File: config.mk
export PLATFORM = sky130hd
export DESIGN_NAME = sleep_mode_controller
export DESIGN_NICKNAME = d
export VERILOG_FILES = /design/src/design/sleep_pkg.sv /design/src/design/reg_port_if.sv /design/src/design/axil_reg_slave.sv /design/src/design/sleep_mode_controller.sv /design/src/design/wake_timer.sv
export SDC_FILE = /design/constraint.sdc
export NUM_CORES = 1
export LEC_CHECK = 0
export BUFFER_PORTS_ARGS = -buffer_cell sky130_fd_sc_hd__buf_2
export CAP_MARGIN = 10
export CORE_MARGIN = 5
export CORE_UTILIZATION = 40
export CTS_BUF_LIST = sky130_fd_sc_hd__clkbuf_8
export DETAILED_ROUTE_END_ITERATION = 10
export HOLD_SLACK_MARGIN = 0.12
export PLACE_DENSITY = 0.72
export SYNTH_ARGS = -nofsm -noshare
export SYNTH_HDL_FRONTEND = slang
export SYNTH_HIERARCHICAL = 1
export SYNTH_SLANG_ARGS = --single-unit
File: constraint.sdc
create_clock -name ref_clk -period 3.5 [get_ports ref_clk]
set_input_delay 1.05 -clock ref_clk [delete_from_list [all_inputs] [get_ports ref_clk]]
set_output_delay 1.05 -clock ref_clk [all_outputs]
set_load 0.01 [all_outputs]
File: src/design/sleep_pkg.sv
// constants and types shared by the sleep controller files
package sleep_pkg;

    // ****************************************************************
    // register map and fields
    // ****************************************************************
    localparam int         ADDR_W              = 8;
    localparam logic [7:0] SLEEP_CONTROL_OFFSET = 8'h00;
    localparam logic [7:0] SLEEP_STATUS_OFFSET  = 8'h04;
    localparam int         ARM_BIT              = 0;
    localparam int         MODE_LSB             = 1;
    localparam logic [7:0] SLEEP_CONTROL_RESET  = 8'h00;
    localparam logic [1:0] RESP_OKAY            = 2'h0;
    localparam logic [1:0] RESP_SLVERR          = 2'h2;

    // ****************************************************************
    // sleep mode codes and wake timing
    // ****************************************************************
    localparam logic [1:0] MODE_IDLE       = 2'h0;
    localparam logic [1:0] MODE_STANDBY    = 2'h1;
    localparam logic [1:0] MODE_POWER_DOWN = 2'h2;
    localparam logic [1:0] MODE_RESERVED   = 2'h3;
    localparam logic [2:0] WAKE_CYCLES     = 3'h6;
    localparam logic [1:0] BOD_WAIT_CODE   = 2'h3;

    // ****************************************************************
    // standby-capable peripherals, one bit each
    // ****************************************************************
    localparam int NUM_SB = 6;
    localparam int SB_RTC = 0;
    localparam int SB_CCL = 1;
    localparam int SB_ADC = 2;
    localparam int SB_TCB = 3;
    localparam int SB_SOF = 4;
    localparam int SB_AC  = 5;
    typedef logic [NUM_SB-1:0] sb_vec_t;

    typedef enum logic [2:0] {
        ST_ACTIVE,
        ST_IDLE,
        ST_STANDBY,
        ST_POWER_DOWN_MODE,
        ST_WAKE
    } sleep_state_e;

endpackage

File: src/design/reg_port_if.sv
// register access path between the bus slave and the sleep core
`timescale 1ns/1ps
interface reg_port_if;
    logic       ctrl_we;
    logic [7:0] ctrl_wdata;
    logic [7:0] ctrl_rdata;
    logic [7:0] stat_rdata;

    modport slave
    (
        output ctrl_we,
        output ctrl_wdata,
        input  ctrl_rdata,
        input  stat_rdata
    );
    modport core
    (
        input  ctrl_we,
        input  ctrl_wdata,
        output ctrl_rdata,
        output stat_rdata
    );
endinterface

File: src/design/axil_reg_slave.sv
// axi4-lite slave that reaches the sleep control and status words
`timescale 1ns/1ps
module axil_reg_slave
    import sleep_pkg::*;
(
    input  logic              ref_clk,
    input  logic              rst_b,
    input  logic [ADDR_W-1:0] s_axi_awaddr,
    input  logic              s_axi_awvalid,
    output logic              s_axi_awready,
    input  logic [31:0]       s_axi_wdata,
    input  logic [3:0]        s_axi_wstrb,
    input  logic              s_axi_wvalid,
    output logic              s_axi_wready,
    output logic [1:0]        s_axi_bresp,
    output logic              s_axi_bvalid,
    input  logic              s_axi_bready,
    input  logic [ADDR_W-1:0] s_axi_araddr,
    input  logic              s_axi_arvalid,
    output logic              s_axi_arready,
    output logic [31:0]       s_axi_rdata,
    output logic [1:0]        s_axi_rresp,
    output logic              s_axi_rvalid,
    input  logic              s_axi_rready,
    reg_port_if.slave         regs
);
    typedef struct packed {
        logic              aw_got;
        logic [ADDR_W-1:0] aw_addr;
        logic              w_got;
        logic [7:0]        w_byte;
        logic              w_lane0;
        logic              bvalid;
        logic [1:0]        bresp;
        logic              rvalid;
        logic [31:0]       rdata;
        logic [1:0]        rresp;
    } axil_s;

    axil_s st_reg;
    axil_s st_next;
    logic  do_write;

    // channel readies: one write and one read outstanding at most
    assign s_axi_awready = !st_reg.aw_got && !st_reg.bvalid;
    assign s_axi_wready  = !st_reg.w_got && !st_reg.bvalid;
    assign s_axi_arready = !st_reg.rvalid;
    assign s_axi_bvalid  = st_reg.bvalid;
    assign s_axi_bresp   = st_reg.bresp;
    assign s_axi_rvalid  = st_reg.rvalid;
    assign s_axi_rdata   = st_reg.rdata;
    assign s_axi_rresp   = st_reg.rresp;
    assign do_write      = st_reg.aw_got && st_reg.w_got && !st_reg.bvalid;
    assign regs.ctrl_we  = do_write && st_reg.w_lane0
                           && st_reg.aw_addr == SLEEP_CONTROL_OFFSET;
    assign regs.ctrl_wdata = st_reg.w_byte;

    // address and data taken in either order, response after both
    always_comb
    begin
        st_next = st_reg;
        if (s_axi_awvalid && s_axi_awready)
        begin
            st_next.aw_got  = 1'b1;
            st_next.aw_addr = s_axi_awaddr;
        end
        if (s_axi_wvalid && s_axi_wready)
        begin
            st_next.w_got   = 1'b1;
            st_next.w_byte  = s_axi_wdata[7:0];
            st_next.w_lane0 = s_axi_wstrb[0];
        end
        if (do_write)
        begin
            st_next.aw_got = 1'b0;
            st_next.w_got  = 1'b0;
            st_next.bvalid = 1'b1;
            st_next.bresp  = (st_reg.aw_addr == SLEEP_CONTROL_OFFSET ||
                              st_reg.aw_addr == SLEEP_STATUS_OFFSET)
                             ? RESP_OKAY : RESP_SLVERR;
        end
        if (st_reg.bvalid && s_axi_bready)
            st_next.bvalid = 1'b0;
        if (st_reg.rvalid && s_axi_rready)
            st_next.rvalid = 1'b0;
        if (s_axi_arvalid && s_axi_arready)
        begin
            st_next.rvalid = 1'b1;
            st_next.rresp  = RESP_OKAY;
            unique case (s_axi_araddr)
                SLEEP_CONTROL_OFFSET: st_next.rdata = {24'h0, regs.ctrl_rdata};
                SLEEP_STATUS_OFFSET:  st_next.rdata = {24'h0, regs.stat_rdata};
                default:
                begin
                    st_next.rdata = 32'h0;
                    st_next.rresp = RESP_SLVERR;
                end
            endcase
        end
    end

    // state register
    always_ff @(posedge ref_clk or negedge rst_b)
    begin
        if (!rst_b)
            st_reg <= '0;
        else
            st_reg <= st_next;
    end
endmodule // axil_reg_slave

File: src/design/sleep_mode_controller.sv
// sleep controller: mode register, sleep entry, clock gating, wake-up
//
// How it works
// - idle stops cpu, peripherals keep clocking
// - idle wakes on any enabled interrupt
// - standby clocks only peripherals set run_in_standby
// - power-down keeps brownout, supervision, periodic timer
// - power-down wakes on pin, timer, monitor, twi, logic
// - standby wakers need run_in_standby; others idle only
// - custom logic wakes power-down only without internal clock
// - wake waits six cycles plus oscillator start
// - idle wake adds no oscillator start delay
// - power-down stops clocks except ulp and rtc use
// - fuse code 0x3 extends wake until brownout ready
// - debug break wakes device without pending interrupt
// - mode codes: idle, standby, power-down, reserved
// - interrupt serviced then resumes after sleep instruction
`timescale 1ns/1ps
module sleep_mode_controller
    import sleep_pkg::*;
(
    input  logic                      ref_clk,
    input  logic                      rst_b,
    // ****************************************************************
    // axi4-lite register port
    // ****************************************************************
    input  logic [sleep_pkg::ADDR_W-1:0] s_axi_awaddr,
    input  logic                      s_axi_awvalid,
    output logic                      s_axi_awready,
    input  logic [31:0]               s_axi_wdata,
    input  logic [3:0]                s_axi_wstrb,
    input  logic                      s_axi_wvalid,
    output logic                      s_axi_wready,
    output logic [1:0]                s_axi_bresp,
    output logic                      s_axi_bvalid,
    input  logic                      s_axi_bready,
    input  logic [sleep_pkg::ADDR_W-1:0] s_axi_araddr,
    input  logic                      s_axi_arvalid,
    output logic                      s_axi_arready,
    output logic [31:0]               s_axi_rdata,
    output logic [1:0]                s_axi_rresp,
    output logic                      s_axi_rvalid,
    input  logic                      s_axi_rready,
    // ****************************************************************
    // cpu, debug and wake sources
    // ****************************************************************
    input  logic                      sleep_instr,
    input  logic                      debug_break,
    input  logic                      other_irq,
    input  logic                      pin_change_irq,
    input  logic                      pit_irq,
    input  logic                      vlm_irq,
    input  logic                      twi_match_irq,
    input  sleep_pkg::sb_vec_t        standby_irq,
    input  sleep_pkg::sb_vec_t        run_in_standby,
    input  logic                      ccl_no_int_clk,
    // ****************************************************************
    // clock sources and brownout detector
    // ****************************************************************
    input  logic                      main_osc_run_standby,
    input  logic                      main_osc_ready,
    input  logic                      ulp_in_use,
    input  logic                      rtc_clk_in_use,
    input  logic [1:0]                bod_active_fuse,
    input  logic                      bod_ready,
    // ****************************************************************
    // clock gates and status
    // ****************************************************************
    output logic                      cpu_clk_en,
    output logic                      per_clk_en,
    output sleep_pkg::sb_vec_t        standby_clk_en,
    output logic                      always_on_clk_en,
    output logic                      main_osc_en,
    output logic                      ulp_osc_en,
    output logic                      rtc_osc_en,
    output logic                      sleeping
);
    import sleep_pkg::*;

    typedef struct packed {
        sleep_state_e st;
        logic         arm;
        logic [1:0]   mode;
        logic [1:0]   slept_mode;
    } core_s;

    core_s      st_reg;
    core_s      st_next;
    logic       enter_ok;
    logic       idle_wake;
    logic       standby_wake;
    logic       power_down_mode_wake;
    logic       wake_now;
    logic       wake_start;
    logic       wake_need_osc;
    logic       wake_done;
    logic       run_all;
    reg_port_if regs ();

    // ****************************************************************
    // register access
    // ****************************************************************
    axil_reg_slave u_bus
    (
        .ref_clk       (ref_clk),
        .rst_b         (rst_b),
        .s_axi_awaddr  (s_axi_awaddr),
        .s_axi_awvalid (s_axi_awvalid),
        .s_axi_awready (s_axi_awready),
        .s_axi_wdata   (s_axi_wdata),
        .s_axi_wstrb   (s_axi_wstrb),
        .s_axi_wvalid  (s_axi_wvalid),
        .s_axi_wready  (s_axi_wready),
        .s_axi_bresp   (s_axi_bresp),
        .s_axi_bvalid  (s_axi_bvalid),
        .s_axi_bready  (s_axi_bready),
        .s_axi_araddr  (s_axi_araddr),
        .s_axi_arvalid (s_axi_arvalid),
        .s_axi_arready (s_axi_arready),
        .s_axi_rdata   (s_axi_rdata),
        .s_axi_rresp   (s_axi_rresp),
        .s_axi_rvalid  (s_axi_rvalid),
        .s_axi_rready  (s_axi_rready),
        .regs          (regs)
    );

    // control word: upper bits read zero, status shows state and mode
    assign regs.ctrl_rdata = {5'h00, st_reg.mode, st_reg.arm};
    assign regs.stat_rdata = {3'h0, st_reg.slept_mode,
                              st_reg.st == ST_WAKE, sleeping, 1'b0};

    // ****************************************************************
    // wake source qualification
    // ****************************************************************
    assign idle_wake     = other_irq | (|standby_irq) | pin_change_irq
                           | pit_irq | vlm_irq | twi_match_irq;
    assign standby_wake  = (|(standby_irq & run_in_standby))
                           | pin_change_irq | pit_irq | vlm_irq
                           | twi_match_irq;
    assign power_down_mode_wake    = pin_change_irq | pit_irq | vlm_irq
                           | twi_match_irq
                           | (standby_irq[SB_CCL] & ccl_no_int_clk);
    assign enter_ok      = sleep_instr && st_reg.arm
                           && st_reg.mode != MODE_RESERVED;

    // chosen wake condition for the current sleep state
    always_comb
    begin
        wake_now = 1'b0;
        unique case (st_reg.st)
            ST_IDLE:    wake_now = idle_wake | debug_break;
            ST_STANDBY: wake_now = standby_wake | debug_break;
            ST_POWER_DOWN_MODE:   wake_now = power_down_mode_wake | debug_break;
            ST_ACTIVE,
            ST_WAKE:    wake_now = 1'b0;
            default:    wake_now = 1'b0;
        endcase
    end

    assign wake_start    = sleeping && wake_now;
    assign wake_need_osc = st_reg.st == ST_POWER_DOWN_MODE
                           || (st_reg.st == ST_STANDBY
                               && !main_osc_run_standby);

    wake_timer u_wake
    (
        .ref_clk   (ref_clk),
        .rst_b     (rst_b),
        .start     (wake_start),
        .need_osc  (wake_need_osc),
        .osc_ready (main_osc_ready),
        .bod_wait  (bod_active_fuse == BOD_WAIT_CODE),
        .bod_ready (bod_ready),
        .done      (wake_done)
    );

    // ****************************************************************
    // sleep sequencing
    // ****************************************************************
    always_comb
    begin
        st_next = st_reg;
        if (regs.ctrl_we)
        begin
            st_next.arm  = regs.ctrl_wdata[ARM_BIT];
            st_next.mode = regs.ctrl_wdata[MODE_LSB +: 2];
        end
        unique case (st_reg.st)
            ST_ACTIVE:
            begin
                if (enter_ok)
                begin
                    st_next.slept_mode = st_reg.mode;
                    unique case (st_reg.mode)
                        MODE_IDLE:       st_next.st = ST_IDLE;
                        MODE_STANDBY:    st_next.st = ST_STANDBY;
                        MODE_POWER_DOWN: st_next.st = ST_POWER_DOWN_MODE;
                        default:         st_next.st = ST_ACTIVE;
                    endcase
                end
            end
            ST_IDLE,
            ST_STANDBY,
            ST_POWER_DOWN_MODE:
            begin
                if (wake_now)
                    st_next.st = ST_WAKE;
            end
            ST_WAKE:
            begin
                // pending request stays with the cpu to service
                if (wake_done)
                    st_next.st = ST_ACTIVE;
            end
            default: st_next.st = ST_ACTIVE;
        endcase
    end

    // state register; any reset returns to active
    always_ff @(posedge ref_clk or negedge rst_b)
    begin
        if (!rst_b)
        begin
            st_reg      <= '0;
            st_reg.st   <= ST_ACTIVE;
            st_reg.arm  <= SLEEP_CONTROL_RESET[ARM_BIT];
            st_reg.mode <= SLEEP_CONTROL_RESET[MODE_LSB +: 2];
        end
        else
            st_reg <= st_next;
    end

    // ****************************************************************
    // clock gating
    // ****************************************************************
    assign sleeping   = st_reg.st == ST_IDLE || st_reg.st == ST_STANDBY
                        || st_reg.st == ST_POWER_DOWN_MODE;
    assign run_all    = st_reg.st == ST_ACTIVE || st_reg.st == ST_IDLE
                        || st_reg.st == ST_WAKE;
    assign cpu_clk_en = st_reg.st == ST_ACTIVE;
    assign per_clk_en = run_all;
    assign always_on_clk_en = 1'b1;
    assign main_osc_en = run_all || (st_reg.st == ST_STANDBY
                                     && main_osc_run_standby);
    assign ulp_osc_en = st_reg.st != ST_POWER_DOWN_MODE || ulp_in_use;
    assign rtc_osc_en = run_all || rtc_clk_in_use
                        || (st_reg.st == ST_STANDBY && run_in_standby[SB_RTC]);

    // per-peripheral gates honour run_in_standby in standby
    genvar gi;
    generate
        for (gi = 0; gi < NUM_SB; gi++)
        begin : g_sb
            assign standby_clk_en[gi] = run_all
                || (st_reg.st == ST_STANDBY && run_in_standby[gi]);
        end
    endgenerate
endmodule // sleep_mode_controller

File: src/design/wake_timer.sv
// counts the wake-up delay: oscillator start, six cycles, brownout ready
`timescale 1ns/1ps
module wake_timer
    import sleep_pkg::*;
(
    input  logic ref_clk,
    input  logic rst_b,
    input  logic start,
    input  logic need_osc,
    input  logic osc_ready,
    input  logic bod_wait,
    input  logic bod_ready,
    output logic done
);
    typedef struct packed {
        logic       busy;
        logic       osc_ok;
        logic [2:0] cnt;
    } wake_s;

    wake_s st_reg;
    wake_s st_next;

    // finished when six cycles passed and the detector is ready if asked
    assign done = st_reg.busy && st_reg.cnt == WAKE_CYCLES
                  && (!bod_wait || bod_ready);

    // count starts once the main clock source runs
    always_comb
    begin
        st_next = st_reg;
        if (start)
        begin
            st_next.busy   = 1'b1;
            st_next.osc_ok = !need_osc;
            st_next.cnt    = 3'h0;
        end
        else if (st_reg.busy)
        begin
            if (!st_reg.osc_ok && osc_ready)
                st_next.osc_ok = 1'b1;
            if (st_reg.osc_ok && st_reg.cnt != WAKE_CYCLES)
                st_next.cnt = st_reg.cnt + 3'h1;
            if (done)
                st_next.busy = 1'b0;
        end
    end

    // state register
    always_ff @(posedge ref_clk or negedge rst_b)
    begin
        if (!rst_b)
            st_reg <= '0;
        else
            st_reg <= st_next;
    end
endmodule // wake_timer

==> results of run 1 <==
## power breakdown
| group | internal (mW) | switching, mW | total (mW) |
|---|---|---|---|
| sequential | 0.549 | 0.0715 | 0.620 |
| combinational | 0.206 | 0.144 | 0.350 |
| clock | 0.136 | 0.156 | 0.293 |
| total | 0.891 | 0.372 | 1.26 |
## metrics by stage
step                util, %  hold slack, ns
floorplan                 -           0.450
global placement       45.2           0.456
detailed placement     45.2           0.463
CTS                    46.6           0.480
global route           46.6           0.501
finish                 46.6           0.473
## layout make-up
type / count / area [µm²]
sequential: 39 / 976
fill: 603 / 3180
inverter: 9 / 33.8
clock buffer: 5 / 68.8
multi-input combinational: 173 / 1190
clock inverter: 3 / 15.0
timing repair buffer: 80 / 400
tap: 75 / 93.8
## worst paths after layout
path	startpoint	endpoint	slack (ns)	cells past startpoint
max	st_reg[7]	rtc_osc_en	0.56	5
min	u_bus/s_axi_rdata[5]	u_bus/s_axi_rdata[5]	0.47	2
max reg2reg	st_reg[6]	u_wake/st_reg[1]	1.18	6
min reg2reg	u_bus/s_axi_rdata[5]	u_bus/s_axi_rdata[5]	0.47	2
max in group asynchronous	rst_b	u_bus/s_axi_bvalid	2.10	1
min in group asynchronous	rst_b	u_bus/s_axi_rdata[5]	0.85	1
## metal layers
metal	vias up	wire length (µm)
met5	-	0
met4	0	39
met3	4	361
met2	49	2440
met1	848	2030
li1	894	-
## worst max-delay path, cell delays in order, from the launching register on
cell and delay [ns]:
dfrtp_1 0.64, inv_1 0.30, a21boi_1 0.19, o22ai_1 0.10, or2_1 0.23, buf_2 0.14
==> impl_metrics.ini, run 1 <==
[cells_and_area]
finalNonFillerCells = 384
final_common_cell = buf_2
largest_reg_flops = 11
diodes = 0
final_cell_mix = 80 x buf_2, 39 x dfrtp_1, 36 x conb_1
fin_nets = 399
syn_to_final_growth_pct = 13.3
drive_above_1_share_pct = 38.5
finalInstanceArea_um2 = 2780

[clocking]
clockBufferDepth = 2
cts-root-buf = clkbuf_8
cts_max_level = 2
clk_latency_ns = 0.29
cts.sinks = 39
cts_setup_buffers = 0
cts_buffers = 5
clk_pin_slew_ns = 0.08
cts_tree = done
ctsResizeCount = 0
hold_buffers = 0

[global_route]
grt_usage_pct = 12.1
overflow = 0
antenna_found_initial = 0
grtUsageMet2_pct = 20.3
grt_use_met1_pct = 15.3
grt_pass1_wl_um = 7430
grt_start_max_net_pins = 40
grt_util_met3_pct = 3.91
grt.busiest_layer = met2
grt_pass1_vias = 1699

[sta]
fin_crit_ns = 2.94
tightest_slew_ns = 0.843
slew_headroom_pct = 43.8
finalSetupTns_ns = 0
rsz0062_at_grt = no
min_period_over_period_pct = 84.0
maxSlewViolCount = 0
max_freq_mhz = 340
fin_skew_ns = 0.00681
setup_viol = 0
setup_ws_ns = 0.559
hold_violations = 0

[yosys]
syn_inst = 239
ys_warn_count = 6
postSynthAreaPerCell_um2 = 10.3
syn_area_um2 = 2450

[worst_setup_path]
start_kind = flop
crit_fanout = 13
crit_type = flop to output port
end_kind = output port
cp_data_required_time_ns = 2.45
arrival_ns = 1.89

[hold_path]
min_path_type = flop to flop

[place]
hpwl_um = 3730
dp_slack_ns = 0.693
placed_area_um2 = 2690
dp_cells = 376
portBuffers = 80
place_congestion = 0.773

[route]
vias = 1795
vias_per_cell = 4.67
wirelength_um = 4860
firstDrtPassIters = 4
drc = 0
wl_per_cell_um = 12.7
antenna_left = 0
drtIter0Drc = 85

[pwr]
total_leakage_power_nw = 1.38
fin_total_pwr_mw = 1.26
peakVddDrop_v = 0.000300
power_density_nw_per_um2 = 455

[die]
io_pins = 140
die_x_um = 88.3
initial_utilization_pct = 41.1
rows = 28
die_y_um = 88.3
dieArea_um2 = 7790
core_area_um2 = 5960

[run_status]
status = finished clean

[job]
maxCapViolCount = 0
(Power assumes the default switching activity.)
==> run 2, diff against run 1 <==
--- a/config.mk
+++ b/config.mk
@@ -12,7 +12,7 @@
 export CTS_BUF_LIST = sky130_fd_sc_hd__clkbuf_8
 export DETAILED_ROUTE_END_ITERATION = 10
 export HOLD_SLACK_MARGIN = 0.12
-export PLACE_DENSITY = 0.72
+export PLACE_DENSITY = 0.75
 export SYNTH_ARGS = -nofsm -noshare
 export SYNTH_HDL_FRONTEND = slang
 export SYNTH_HIERARCHICAL = 1
==> constraint.sdc (replaced) <==
create_clock -name ref_clk -period 2.4 [get_ports ref_clk]
set_input_delay 0.72 -clock ref_clk [delete_from_list [all_inputs] [get_ports ref_clk]]
set_output_delay 0.72 -clock ref_clk [all_outputs]
set_load 0.01 [all_outputs]
==> impl_metrics.ini, run 2 (synthesis results as in run 1) <==
[run_status]
status = finished clean

[cells_and_area]
fill_cells = 579
syn_to_final_growth_pct = 15.7
final_common_cell = buf_2
drive_above_1_share_pct = 39.4
final_cell_mix = 80 x buf_2, 39 x dfrtp_1, 36 x conb_1
largest_reg_flops = 11
fin_nets = 407
diodes = 0
seqCellArea_um2 = 976
multi_input_area_um2 = 1190

[worst_setup_path]
crit_path_start = st_reg[6]
r2r-end = u_wake/st_reg[1]
rr_worst_depth = 6
crit_fanout = 14
cp_data_required_time_ns = 1.68
arrival_ns = 1.52
start_kind = flop
r2r_slack_ns = 0.40
crit_type = flop to output port
end_kind = output port
crit_chain = buf_4 -> o22ai_1 -> or2_1 -> buf_2
max_stage_delay_ns = 0.52
slowest_stage = dfrtp_1
cp-endpoint = rtc_osc_en
r2r-start = st_reg[6]

[place]
portBuffers = 80
hpwl_um = 4000
place_congestion = 0.797

[job]
maxCapViolCount = 0

[clocking]
cts_tree = done
cts.sinks = 39
clk_pin_slew_ns = 0.07
clk_latency_ns = 0.28
cts-root-buf = clkbuf_8
cts_max_level = 2
ctsResizeCount = 0
cts_buffers = 5
cts_setup_buffers = 0
hold_buffers = 0
clockBufferDepth = 2

[route]
vias = 1848
drc = 0
vias_per_cell = 4.71
drtIter0Drc = 113
firstDrtPassIters = 4
antenna_left = 0
wirelength_um = 5030
wl_per_cell_um = 12.8

[global_route]
overflow = 0
grt_usage_pct = 12.8
grt_pass1_vias = 1738
grt_start_max_net_pins = 26
grt_pass1_wl_um = 7820
antenna_found_initial = 0

[pwr]
power_density_nw_per_um2 = 644
netSwitchingPower_mw = 0.524
power.internal_mw = 1.30
total_leakage_power_nw = 1.42
peakVddDrop_v = 0.000458
seqPwrFrac_pct = 49.1
swShare_pct = 28.7
p_comb_share_pct = 28.4
fin_total_pwr_mw = 1.82
clkPwrFrac_pct = 22.4

[die]
dieArea_um2 = 7790
initial_utilization_pct = 41.1
die_y_um = 88.3
core_area_um2 = 5960
io_pins = 140
rows = 28
die_x_um = 88.3

[sta]
slew_headroom_pct = 60.2
holdWs_ns = 0.423
maxSlewViolCount = 0
finalSetupTns_ns = 0
fin_crit_ns = 2.24
tightest_slew_ns = 0.595
setup_viol = 0
min_period_over_period_pct = 93.5
hold_violations = 0
fin_skew_ns = 0.00608
rsz0062_at_grt = no
max_freq_mhz = 446

[hold_path]
min_path_type = primary input to asynchronous set/reset pin
==> run 2: worst min path at each step <==
stage                     cells past startpoint                   end  slack [ns]
after global routing                          1  u_bus/s_axi_rdata[7]        0.47
after detailed placement                      2  u_bus/s_axi_rdata[6]        0.47
after global placement                        2  u_bus/s_axi_rdata[6]        0.46
after floorplan                               0    regs.ctrl_rdata[0]        0.42
after CTS                                     1  u_bus/s_axi_rdata[5]        0.44
final                                         1  u_bus/s_axi_rdata[7]        0.42
==> run 2: power by group through the flow <==
stage	logic, mW	clock network [mW]	registers [mW]
after detailed placement	0.524	0	0.909
after global placement	0.510	0	0.909
final	0.519	0.410	0.896
after floorplan	0.477	0	0.889
after CTS	0.526	0.435	0.899
after global routing	0.568	0.462	0.919
==> run 2: cell type report <==
class | instances | share of cell area [%]
Multi-Input combinational cell | 173 | 41.9
Sequential cell | 39 | 34.4
Timing Repair Buffer | 88 | 16.2
Tap cell | 75 | 3.31
Clock buffer | 5 | 2.43
Inverter | 9 | 1.19
Clock inverter | 3 | 0.442
==> run 2: layer usage <==
metal	routed length, µm	GRT usage, %	vias to the layer above
met5	0	0	-
met4	27	3.57	0
met3	344	4.19	4
met2	2630	21.4	63
met1	2030	15.9	870
li1	-	-	911
==> run 2: through the flow <==
stage	utilization, %	setup WS (ns)	area, µm²	std cells
after floorplan	-	0.438	2570	272
after global placement	46.2	0.190	2750	384
after detailed placement	46.2	0.0620	2750	384
after CTS	47.6	0.150	2830	392
after global routing	47.6	0.0576	2830	392
final	47.6	0.156	2830	392
==> run 2: worst max-delay path, delay by kind of cell (launching register included) <==
kind	cells	cell delay [ns]
AO/OA/AOI/OAI	1	0.12
AND/OR/NAND/NOR	1	0.22
buffers and inverters	2	0.39
flip-flops	1	0.52
